[src/rtl/switch_seq_defs.svh]
// Constants of the flyback switch cycle sequencer: offsets, fields, resets, times.
// Assumes a 100 ns system clock; cycle counts derive from the times below.
`ifndef SWITCH_SEQ_DEFS_SVH
`define SWITCH_SEQ_DEFS_SVH

// ==========================================================================
// Timing
`define CLK_PERIOD_NS     100
`define MIN_PERIOD_NS     14500
`define CATCH_TIMEOUT_NS  4000
`define AUX_SAMPLE_NS     1840
`define FAULT_OFF_MS      812
// Least times round up, longest times round down
`define MIN_PERIOD_CYC    ((`MIN_PERIOD_NS + `CLK_PERIOD_NS - 1) / `CLK_PERIOD_NS)
`define CATCH_CYC         (`CATCH_TIMEOUT_NS / `CLK_PERIOD_NS)
`define AUX_SAMPLE_CYC    ((`AUX_SAMPLE_NS + `CLK_PERIOD_NS - 1) / `CLK_PERIOD_NS)
`define FAULT_CYC         (`FAULT_OFF_MS * 1000000 / `CLK_PERIOD_NS)

// ==========================================================================
// Register offsets
`define CTRL_OFS          12'h000
`define STATUS_OFS        12'h004
`define INT_STAT_OFS      12'h008
`define INT_MASK_OFS      12'h00C

// ==========================================================================
// Fields and resets
`define CTRL_RUN_BIT      0
`define CTRL_VALLEY_BIT   1
`define CTRL_RESET        2'h3
`define INT_AUX_OVP_BIT   0
`define INT_VCC_OVP_BIT   1
`define INT_DIMMER_BIT    2
`define INT_RESTART_BIT   3
`define INT_WIDTH         4
`define INT_MASK_RESET    4'h0

`endif

[src/rtl/switch_seq_pkg.sv]
// Types shared by the flyback switch cycle sequencer.
// Assumes nothing of its surroundings.
package switch_seq_pkg;

    typedef enum logic [1:0] {
        ST_IDLE  = 2'b00,
        ST_ON    = 2'b01,
        ST_OFF   = 2'b10,
        ST_FAULT = 2'b11
    } seq_state_t;

endpackage

[src/rtl/switch_cycle_seq.sv]
// Flyback switch cycle sequencer: period, valley and catch timing, aux sampling,
// fault off period, APB registers and interrupt.
// Assumes comparator results arrive as clean inputs synchronous to pclk.
`include "switch_seq_defs.svh"
`timescale 1ns/1ps
`default_nettype none

module switch_cycle_seq #(
    parameter int MIN_CYC   = `MIN_PERIOD_CYC,
    parameter int CATCH_CYC = `CATCH_CYC,
    parameter int SMP_CYC   = `AUX_SAMPLE_CYC,
    parameter int FAULT_CYC = `FAULT_CYC
) (
    input  wire logic        pclk,               // System clock, 10 MHz
    input  wire logic        presetn,            // Async reset, active low
    input  wire logic        psel,               // APB select
    input  wire logic        penable,            // APB access phase
    input  wire logic        pwrite,             // APB write
    input  wire logic [11:0] paddr,              // APB byte address
    input  wire logic [31:0] pwdata,             // APB write data
    output logic      [31:0] prdata,             // APB read data
    output logic             pready,             // APB ready
    output logic             pslverr,            // APB error, unmapped address
    input  wire logic        valley_detect,      // Valley seen on aux winding
    input  wire logic        dimmer_filter_low,  // Dimmer filter input below 1 V
    input  wire logic        dimmer_filter_high, // Dimmer filter input above 1.2 V
    input  wire logic        aux_above_ovp,      // Aux above overvoltage threshold
    input  wire logic        vcc_ovp,            // Supply overvoltage comparator
    input  wire logic        comp_above_min,     // Compensation above minimum ramp
    input  wire logic        ramp_cross,         // Ramp crossed error amplifier
    output logic             main_switch,        // Gate drive
    output logic             comp_discharge,     // Discharge compensation node
    output logic             loop_enable,        // Control loop active
    output logic             irq                 // Interrupt, level
);

    // ======================================================================
    // Elaboration checks
    generate
        if (MIN_CYC < 2 || CATCH_CYC < 1 || SMP_CYC < 2 || FAULT_CYC < 2) begin : g_bad
            $error("switch_cycle_seq: timing counts too small");
        end
    endgenerate

    localparam int PW = $clog2(MIN_CYC + CATCH_CYC + 1);
    localparam int FW = $clog2(FAULT_CYC + 1);
    localparam int SW = $clog2(SMP_CYC + 1);
    localparam logic [PW-1:0] MIN_END   = PW'(MIN_CYC);
    localparam logic [PW-1:0] RAMP_LAST = PW'(MIN_CYC - 1);
    localparam logic [PW-1:0] CATCH_END = PW'(MIN_CYC + CATCH_CYC);
    localparam logic [FW-1:0] FAULT_END = FW'(FAULT_CYC - 1);
    localparam logic [SW-1:0] SMP_LOAD  = SW'(SMP_CYC);

    // ======================================================================
    // State
    switch_seq_pkg::seq_state_t state_r, state_nxt;
    logic [PW-1:0]           per_cnt_r;
    logic [FW-1:0]           fault_cnt_r;
    logic [SW-1:0]           smp_cnt_r;
    logic                    valley_en_r;
    logic [1:0]              ctrl_r;
    logic [`INT_WIDTH-1:0]   int_stat_r;
    logic [`INT_WIDTH-1:0]   int_mask_r;

    // ======================================================================
    // Cycle decode
    wire run_en     = ctrl_r[`CTRL_RUN_BIT];
    wire min_done   = per_cnt_r >= MIN_END;
    wire catch_done = per_cnt_r >= CATCH_END;
    wire valley_ok  = valley_en_r & ctrl_r[`CTRL_VALLEY_BIT] & valley_detect;
    wire turn_on    = min_done & (valley_ok | catch_done);
    wire on_end     = ramp_cross | (per_cnt_r == RAMP_LAST);
    wire sample_now = smp_cnt_r == SW'(1);
    wire aux_fault  = sample_now & aux_above_ovp;
    wire fault_go   = aux_fault | vcc_ovp;
    wire fault_done = fault_cnt_r == FAULT_END;
    wire restart    = (state_r == switch_seq_pkg::ST_FAULT) & fault_done & ~vcc_ovp;
    wire gate_fall  = main_switch & (state_nxt != switch_seq_pkg::ST_ON);

    // ======================================================================
    // Sequencer
    always_comb begin
        state_nxt = state_r;
        unique case (state_r)
            switch_seq_pkg::ST_IDLE: begin
                if (fault_go) begin
                    state_nxt = switch_seq_pkg::ST_FAULT;
                end else if (run_en && comp_above_min) begin
                    state_nxt = switch_seq_pkg::ST_ON;
                end
            end
            switch_seq_pkg::ST_ON: begin
                if (fault_go) begin
                    state_nxt = switch_seq_pkg::ST_FAULT;
                end else if (!run_en) begin
                    state_nxt = switch_seq_pkg::ST_IDLE;
                end else if (on_end) begin
                    state_nxt = switch_seq_pkg::ST_OFF;
                end
            end
            switch_seq_pkg::ST_OFF: begin
                if (fault_go) begin
                    state_nxt = switch_seq_pkg::ST_FAULT;
                end else if (!run_en) begin
                    state_nxt = switch_seq_pkg::ST_IDLE;
                end else if (turn_on) begin
                    state_nxt = switch_seq_pkg::ST_ON;
                end
            end
            switch_seq_pkg::ST_FAULT: begin
                if (restart) begin
                    state_nxt = switch_seq_pkg::ST_IDLE;
                end
            end
        endcase
    end

    always_ff @(posedge pclk or negedge presetn) begin
        if (!presetn) begin
            state_r <= switch_seq_pkg::ST_IDLE;
        end else begin
            state_r <= state_nxt;
        end
    end

    // Period counter restarts at each turn-on and saturates after catch
    always_ff @(posedge pclk or negedge presetn) begin
        if (!presetn) begin
            per_cnt_r <= '0;
        end else if (state_nxt == switch_seq_pkg::ST_ON && state_r != switch_seq_pkg::ST_ON) begin
            per_cnt_r <= '0;
        end else if (!catch_done) begin
            per_cnt_r <= per_cnt_r + PW'(1);
        end
    end

    // Fault timer; a supply fault still present at the end rearms it
    always_ff @(posedge pclk or negedge presetn) begin
        if (!presetn) begin
            fault_cnt_r <= '0;
        end else if (state_r != switch_seq_pkg::ST_FAULT || fault_done) begin
            fault_cnt_r <= '0;
        end else begin
            fault_cnt_r <= fault_cnt_r + FW'(1);
        end
    end

    // Aux sample delay, loaded on each gate falling edge
    always_ff @(posedge pclk or negedge presetn) begin
        if (!presetn) begin
            smp_cnt_r <= '0;
        end else if (gate_fall) begin
            smp_cnt_r <= SMP_LOAD;
        end else if (smp_cnt_r != '0) begin
            smp_cnt_r <= smp_cnt_r - SW'(1);
        end
    end

    // Valley use with hysteresis between the two filter comparators
    always_ff @(posedge pclk or negedge presetn) begin
        if (!presetn) begin
            valley_en_r <= 1'b1;
        end else if (dimmer_filter_low) begin
            valley_en_r <= 1'b0;
        end else if (dimmer_filter_high) begin
            valley_en_r <= 1'b1;
        end
    end

    // Outputs follow the next state so each is a flop
    always_ff @(posedge pclk or negedge presetn) begin
        if (!presetn) begin
            main_switch    <= 1'b0;
            comp_discharge <= 1'b1;
            loop_enable    <= 1'b0;
        end else begin
            main_switch    <= state_nxt == switch_seq_pkg::ST_ON;
            comp_discharge <= state_nxt == switch_seq_pkg::ST_FAULT;
            loop_enable    <= run_en && state_nxt != switch_seq_pkg::ST_FAULT;
        end
    end

    // ======================================================================
    // APB slave: no wait states, answer registered in setup
    wire setup    = psel & ~penable;
    wire wr_go    = psel & penable & pready & pwrite & ~pslverr;
    wire hit_ctrl = paddr == `CTRL_OFS;
    wire hit_stat = paddr == `STATUS_OFS;
    wire hit_ist  = paddr == `INT_STAT_OFS;
    wire hit_imsk = paddr == `INT_MASK_OFS;
    wire mapped   = hit_ctrl | hit_stat | hit_ist | hit_imsk;
    wire [31:0] rd_mux =
        hit_ctrl ? {30'h0, ctrl_r} :
        hit_stat ? {27'h0, valley_en_r, main_switch, comp_discharge, state_r} :
        hit_ist  ? {28'h0, int_stat_r} :
        hit_imsk ? {28'h0, int_mask_r} : 32'h0;

    always_ff @(posedge pclk or negedge presetn) begin
        if (!presetn) begin
            pready  <= 1'b0;
            pslverr <= 1'b0;
            prdata  <= 32'h0;
        end else begin
            pready  <= setup;
            pslverr <= setup & ~mapped;
            prdata  <= (setup & ~pwrite) ? rd_mux : 32'h0;
        end
    end

    always_ff @(posedge pclk or negedge presetn) begin
        if (!presetn) begin
            ctrl_r     <= `CTRL_RESET;
            int_mask_r <= `INT_MASK_RESET;
        end else if (wr_go && hit_ctrl) begin
            ctrl_r     <= pwdata[1:0];
        end else if (wr_go && hit_imsk) begin
            int_mask_r <= pwdata[`INT_WIDTH-1:0];
        end
    end

    // ======================================================================
    // Interrupt: sticky events, a new event wins over a write-one clear
    wire [`INT_WIDTH-1:0] int_set = {restart,
                                     valley_en_r & dimmer_filter_low,
                                     vcc_ovp & state_r != switch_seq_pkg::ST_FAULT,
                                     aux_fault & state_r != switch_seq_pkg::ST_FAULT};
    wire [`INT_WIDTH-1:0] int_clr = (wr_go && hit_ist) ? pwdata[`INT_WIDTH-1:0] : '0;

    always_ff @(posedge pclk or negedge presetn) begin
        if (!presetn) begin
            int_stat_r <= '0;
            irq        <= 1'b0;
        end else begin
            int_stat_r <= (int_stat_r & ~int_clr) | int_set;
            irq        <= |(((int_stat_r & ~int_clr) | int_set) & int_mask_r);
        end
    end

    // ======================================================================
    // Assertions
    localparam int SMP_LAG = SMP_CYC - 1;

    min_period_a: assert property (@(posedge pclk) disable iff (!presetn)
        $rose(main_switch) && $past(state_r) == switch_seq_pkg::ST_OFF
        |-> $past(per_cnt_r) >= MIN_END)
        else $error("gate on before minimum period");

    turn_on_cause_a: assert property (@(posedge pclk) disable iff (!presetn)
        $rose(main_switch) && $past(state_r) == switch_seq_pkg::ST_OFF
        |-> $past(valley_ok) || $past(catch_done))
        else $error("gate on without valley or catch timeout");

    catch_turn_a: assert property (@(posedge pclk) disable iff (!presetn)
        state_r == switch_seq_pkg::ST_OFF && per_cnt_r == CATCH_END && run_en && !fault_go
        |=> main_switch)
        else $error("catch timeout did not turn gate on");

    dimmer_no_valley_a: assert property (@(posedge pclk) disable iff (!presetn)
        $rose(main_switch) && $past(state_r) == switch_seq_pkg::ST_OFF && !$past(valley_en_r)
        |-> $past(catch_done))
        else $error("valley used while dimmer present");

    hyst_hold_a: assert property (@(posedge pclk) disable iff (!presetn)
        (dimmer_filter_low ##1 !dimmer_filter_high[*2]) |-> !valley_en_r)
        else $error("valley use returned without high level");

    aux_sample_a: assert property (@(posedge pclk) disable iff (!presetn)
        $fell(main_switch) |-> ##[SMP_LAG:SMP_LAG] sample_now)
        else $error("aux sample not at fixed delay");

    ovp_trip_a: assert property (@(posedge pclk) disable iff (!presetn)
        sample_now && aux_above_ovp |=> state_r == switch_seq_pkg::ST_FAULT && !main_switch)
        else $error("aux overvoltage not caught");

    fault_hold_a: assert property (@(posedge pclk) disable iff (!presetn)
        state_r == switch_seq_pkg::ST_FAULT && !fault_done
        |=> state_r == switch_seq_pkg::ST_FAULT && !main_switch)
        else $error("fault period cut short");

    fault_loop_a: assert property (@(posedge pclk) disable iff (!presetn)
        state_r == switch_seq_pkg::ST_FAULT |-> comp_discharge && !loop_enable)
        else $error("loop active during fault");

    restart_a: assert property (@(posedge pclk) disable iff (!presetn)
        restart |=> state_r == switch_seq_pkg::ST_IDLE && fault_cnt_r == '0)
        else $error("no restart after fault period");

    on_end_a: assert property (@(posedge pclk) disable iff (!presetn)
        main_switch && ramp_cross |=> !main_switch)
        else $error("ramp crossing did not end on-time");

    comp_gate_a: assert property (@(posedge pclk) disable iff (!presetn)
        $rose(main_switch) && $past(state_r) == switch_seq_pkg::ST_IDLE
        |-> $past(comp_above_min))
        else $error("gate on with low compensation");

    vcc_trip_a: assert property (@(posedge pclk) disable iff (!presetn)
        vcc_ovp |=> !main_switch ##1 !main_switch)
        else $error("supply overvoltage left gate on");

    ramp_end_a: assert property (@(posedge pclk) disable iff (!presetn)
        main_switch && per_cnt_r == RAMP_LAST |=> !main_switch)
        else $error("on-time past ramp period");

    valley_block_a: assert property (@(posedge pclk) disable iff (!presetn)
        !valley_en_r && state_r == switch_seq_pkg::ST_OFF && !catch_done |=> !main_switch)
        else $error("valley turn-on while dimmer present");

    run_off_a: assert property (@(posedge pclk) disable iff (!presetn)
        !run_en |=> !main_switch && !loop_enable)
        else $error("gate or loop active with run off");

    ready_pulse_a: assert property (@(posedge pclk) disable iff (!presetn)
        pready |=> !pready)
        else $error("ready held past one cycle");

    // Scenarios
    valley_on_c: cover property (@(posedge pclk) disable iff (!presetn)
        state_r == switch_seq_pkg::ST_OFF && valley_ok && min_done && !catch_done ##1 main_switch);
    catch_on_c: cover property (@(posedge pclk) disable iff (!presetn)
        state_r == switch_seq_pkg::ST_OFF && catch_done && !valley_ok ##1 main_switch);
    fault_c: cover property (@(posedge pclk) disable iff (!presetn) aux_fault ##1 comp_discharge);
    restart_c: cover property (@(posedge pclk) disable iff (!presetn) restart ##1 !comp_discharge);
    dimmer_c: cover property (@(posedge pclk) disable iff (!presetn)
        valley_en_r && dimmer_filter_low ##1 !valley_en_r);

endmodule

`default_nettype wire

[config.mk]
export PLATFORM = sky130hd
export DESIGN_NAME = switch_cycle_seq
export DESIGN_NICKNAME = d
export VERILOG_FILES = /design/src/rtl/switch_seq_pkg.sv /design/src/rtl/switch_cycle_seq.sv
export VERILOG_INCLUDE_DIRS = /design/src /design/src/rtl
export SDC_FILE = /design/constraint.sdc
export NUM_CORES = 1
export LEC_CHECK = 0
export BUFFER_PORTS_ARGS = -buffer_cell sky130_fd_sc_hd__buf_2
export CAP_MARGIN = 20
export CORE_ASPECT_RATIO = 1.25
export CORE_MARGIN = 2
export CORE_UTILIZATION = 58
export CTS_BUF_LIST = sky130_fd_sc_hd__clkbuf_8
export CTS_CLUSTER_SIZE = 8
export DETAILED_ROUTE_END_ITERATION = 10
export PLACE_DENSITY_LB_ADDON = 0.12
export SKIP_LAST_GASP = 1
export SLEW_MARGIN = 15
export SYNTH_ARGS = -nofsm -noshare
export SYNTH_HDL_FRONTEND = slang
export SYNTH_SLANG_ARGS = --single-unit
[constraint.sdc]
create_clock -name pclk -period 3.65 [get_ports pclk]
set_input_delay 0.1825 -clock pclk [delete_from_list [all_inputs] [get_ports pclk]]
set_output_delay 0.1825 -clock pclk [all_outputs]
set_load 0.02 [all_outputs]
-- Word level (Yosys, flattened, before mapping)
Index checks and enable logic that the tools add are counted.
- output and inout port bits: 38
- input port bits: 56
- flip-flop bits (word level): 60
- word-level logic and storage cells: 106
- reductions and logical operators: 14
- add/subtract/negate cells: 3
- order comparisons: 2
- muxes and demuxes: 23
- bitwise operators: 33
- equality and inequality tests: 16
- operators with widths (kind ; number):
    5-bit 2-to-1 mux ; 5
    12-bit by 4-bit == test with 1-bit output (second input constant) ; 2
    23-bit by 1-bit adder with 23-bit output (second input constant) ; 1
    23-bit == test (second input constant) ; 1
    23-bit 2-to-1 mux ; 1
    2-bit 2-to-1 mux ; 9
    1-bit bitwise AND ; 17
    8-bit greater-or-equal comparator (second input constant) ; 2
    8-bit 2-to-1 mux ; 2
    12-bit by 3-bit == test with 1-bit output (second input constant) ; 1
    12-bit zero test ; 1
    4-bit 2-to-1 mux ; 3
    8-bit by 1-bit adder with 8-bit output (second input constant) ; 1
    4-bit bitwise AND ; 2
    8-bit == test (second input constant) ; 1
    2-bit case mux with 4 select lines ; 1
    2-bit == test (second input constant) ; 3
    1-bit logical AND ; 6
    2-bit by 1-bit inequality test with 1-bit output (second input constant) ; 3
    1-bit NOT ; 6
    1-bit bitwise OR ; 6
    5-bit by 1-bit == test with 1-bit output (second input constant) ; 1
    5-bit nonzero test ; 1
    5-bit by 1-bit subtractor with 5-bit output (second input constant) ; 1
    other kinds (10) ; 14

-- Longest topological paths before layout
- word-level depth: 11
- depth in mapped cells: 8
- depth with buffers taken out: 8

-- Least setup slack after synthesis
OpenSTA, ideal clock, no wires.
- path type: flip-flop to flip-flop
- from: register per_cnt_r[0]
- to: register smp_cnt_r[2]
- stages on the path, launching flop included: 8
- library setup time: 118 ps
- slack: 1624 ps
- arrival time: 1908 ps
- buffers on the path: 0
- cells stage by stage: dfrtp_1 -> ha_1 -> or4b_1 -> a211o_1 -> nand4_1 -> o2111a_1 -> o21a_1 -> nor2_1
- cells in the longest elaborated chain, start to end: 10
- elaborated cells on any way between the ends: 17
- classes of those cells: 2 x order compare; 2 x eq/ne; 8 x mux; 4 x bitwise; 1 x reduce/logical
- ends and longest elaborated chain (what ; line ; RTL):
    start: declaration ; switch_cycle_seq.sv:57 ; logic [PW-1:0] per_cnt_r;
    start signal: assignment ; switch_cycle_seq.sv:133 ; per_cnt_r <= per_cnt_r + PW'(1);
    8-bit greater-or-equal comparator ; switch_cycle_seq.sv:69 ; wire catch_done = per_cnt_r >= CATCH_END;
    1-bit bitwise OR ; switch_cycle_seq.sv:71 ; wire turn_on = min_done & (valley_ok | catch_done);
    1-bit bitwise AND ; switch_cycle_seq.sv:71 ;
    2-bit 2-to-1 mux ; switch_cycle_seq.sv:106 ; end else if (turn_on) begin
    2-bit 2-to-1 mux ; switch_cycle_seq.sv:104 ; end else if (!run_en) begin
    2-bit 2-to-1 mux ; switch_cycle_seq.sv:102 ; if (fault_go) begin
    2-bit case mux with 4 select lines * ; switch_cycle_seq.sv:84 ; unique case (state_r)
    2-bit by 1-bit inequality test with 1-bit output * ; switch_cycle_seq.sv:78 ; wire gate_fall = main_switch & (state_nxt != switch_seq_pkg::ST_ON);
    1-bit bitwise AND * ; switch_cycle_seq.sv:78 ;
    5-bit 2-to-1 mux / 2-bit nonzero test (equally long branches) ; -- ;
    end signal: assignment ; switch_cycle_seq.sv:155 ; smp_cnt_r <= smp_cnt_r - SW'(1);
    end: declaration ; switch_cycle_seq.sv:59 ; logic [SW-1:0] smp_cnt_r;
Every way passes the cells marked *; elsewhere a longest branch is shown, timed or not.
A chain may end at the register's enable or synchronous reset.

-- Worst setup path in the final report
Same ends and word-level chain as after synthesis.

==> out/metrics.yaml <==
num_io_pins: 94
skew_ps: 7.759
intPower_uw: 1584
end_kind: "register"
wl_per_cell_um: 13.41
yosysMostFrequentCell: "dfrtp_1"
outcome: "finished with violations"
cp_num_buf_inv: 0
drive_above_1_share_pct: 19.69
nNetsFinal: 438
p_sw_uw: 670.7
post-cts-setup-buffers: 0
highest_layer: "met4"
vias_per_cell: 5.398
grt_util_all_layers_pct: 21.54
wl_met1_mm: 2.543
grt_setup_unrepaired: "false"
irDropWorstVdd_mv: 0.3341
hp-class: "input pin to async pin"
clock_latency_ps: 350
pwr-share-seq_pct: 41.4
clk_path_buf_depth: 2
fillCellCount: 432
cts_tree: "built"
cts_buffers: 9
wl_met2_mm: 3.079
finalSetupViolCount: 0
initial_core_util_pct: 59.35
grt_overflow: 0
area.growth.synth_to_final_pct: 14.26
synth_edf_count: 0
max_freq_mhz: 453.6
crit_fanout: 5
reg2reg_depth: 7
drc: 0
yosysTopAreaCellShare_pct: 43.99
diodes: 0
yosys.cell_types.count: 45
holdWs_ps: -22.32
grt_max_degree: 44
clk_root_buffer_cell: "clkbuf_8"
drt_iter0_markers: 53
h-tree-depth: 3
num_rows: 30
yosysTopAreaCell: "dfrtp_1"
slowest_delay_ps: 470
critPathSlowestCell: "or4b_1"
critical_path_class: "register to register"
cts_num_sinks: 60
path_cells: "ha_1 > or4b_1 > a211o_1 > nand4_1 > o2111a_1 > o21a_1 > nor2_1"
hold_violations: 36
routed_wl_mm: 5.968
die_w_um: 70.29
p_per_area_nw_per_um2: 619.4
yosys-top-cells-count: "dfrtp_1, nor2_1, nand2_1"
dieArea_sq_um: 6105
yosys_most_used_dff: "dfrtp_1"
drtAntennaViolNets: 0
antenna_found_initial: 0
synth.area.top_cells: "dfrtp_1, buf_4, nor2_1"
swShare_pct: 29.75
grt_pass1_wl_mm: 10.29
maxCapViolations: 0
fin_crit_sh_pct: 60.40
syn_inst: 330
regArea_sq_um: 1506
start_kind: "register"
first_pass_iters: 4
vias: 2402
share_clk_of_total_power_pct: 38.0
yosysSeqAreaShare_pct: 47.29
core_area_sq_um: 5368
syn_area_sq_um: 3186
synth-warning-count: 0
multi_input_area_sq_um: 1518
port_buffers: 38
worst_pin_slew_ps: 932.4
syn_area_per_cell_sq_um: 9.653
leakage_uw: 0.001773
path_delay_family: "compound AO/OA/AOI/OAI gates"
comb_power_share_pct: 20.5
place_hpwl_mm: 4.300
arrival_ps: 2440
cp.depth: 7
drv_slew: 0
synth-seq-cells: 60
critPathRequiredTime_ps: 3880
grt_pass1_vias: 2321
die_h_um: 86.86
route.met3.wl_um: 248
clk_pin_slew_ps: 70
cts_resized: 0
tns_ps: 0
async_flop_share_pct: 100.0
gp_congestion: 0.8512
max_slew_margin_pct: 37.84
violations: "hold timing"
fin_crit_ps: 2205
flip-flops by register name, indices dropped and copies added, names as in the netlist, 2 cells and up:
name and count:
ctrl_r 2, fault_cnt_r 23, int_mask_r 4, int_stat_r 4, per_cnt_r 8, prdata 5, smp_cnt_r 5, state_r 2
metrics by stage:
step / util, % / area (sq um) / setup WS, ps / instances / power, uW
2_1_floorplan: - / 3283 / 1624 / 356 / 1305
3_3_place_gp: 62.28 / 3343 / 1457 / 428 / 1392
3_5_place_dp: 62.28 / 3343 / 1423 / 428 / 1412
4_1_cts: 67.81 / 3640 / 1398 / 445 / 2279
5_1_grt: 67.81 / 3640 / 1113 / 445 / 2416
6_report: 67.81 / 3640 / 1445 / 445 / 2254
cell usage in the layout, fill, tap and decap left out, drive strengths merged, types with 2 or more instances in the layout:
cell     synthesis  routed
nor2            51      51
nand4            8       8
nor3             6       6
a211o            2       2
buf             27      39
mux4             2       2
o21ai            8       8
a2111oi          2       2
nand4b           2       2
dfrtp           56      56
nor4             6       6
clkbuf           4       9
xnor2           13      13
a22oi            2       2
a22o             2       2
and4             2       2
a21oi            8       8
or4              2       2
nand2b           2       2
bufinv           0       5
and3            11      11
nor3b            4       4
nand3           14      14
or2              3       3
xor2            13      13
conb             1      27
inv             11      11
mux2             7       7
dfstp            4       4
or3              3       3
nand2           34      34
a31oi            5       5
ha               6       6
timing repair:
item                       CTS  global route
setup endpoints to repair    0             0
hold endpoints to repair     1             0
hold buffers                 1             0
cells by family after synthesis:
kind of cell	Yosys count	share of synthesized area, %
simple gates	152	24.20
flops	60	47.29
buf+inv	42	8.130
compound gates	34	6.874
xor+xnor	26	7.149
mux	9	3.888
fa+ha+maj	6	2.357
other cells	1	0.1177
routing by layer:
metal | up-vias | global-route usage, %
met5 | - | 0
met4 | 0 | 9.441
met3 | 8 | 5.440
met2 | 53 | 36.88
met1 | 1166 | 25.70
li1 | 1175 | -
power by group through the flow:
stage | sequential, uW | clock [uW] | combinational, uW
3_5_place_dp | 944 | 0 | 469
5_1_grt | 960 | 902 | 553
6_report | 934 | 857 | 463
3_3_place_gp | 939 | 0 | 453
4_1_cts | 934 | 874 | 471
2_1_floorplan | 913 | 0 | 391
worst paths after layout:
kind	slack, ps	start	to
setup / recovery	1450	per_cnt_r[0]	smp_cnt_r[2]
hold / removal	-20	presetn	fault_cnt_r[22]
setup reg to reg	1450	per_cnt_r[0]	smp_cnt_r[2]
hold reg to reg	520	int_stat_r[3]	int_stat_r[3]
max in group asynchronous	2830	presetn	comp_discharge
min in group pclk	60	dimmer_filter_high	valley_en_r
layout make-up:
class / instances / share of cell area [%]
tap: 64 / 2.200
clock buffer: 9 / 3.403
inverter: 11 / 1.134
multi-input combinational: 254 / 41.70
clock inverter: 7 / 4.469
timing repair buffer: 40 / 5.706
sequential: 60 / 41.39
(Power assumes the default switching activity.)
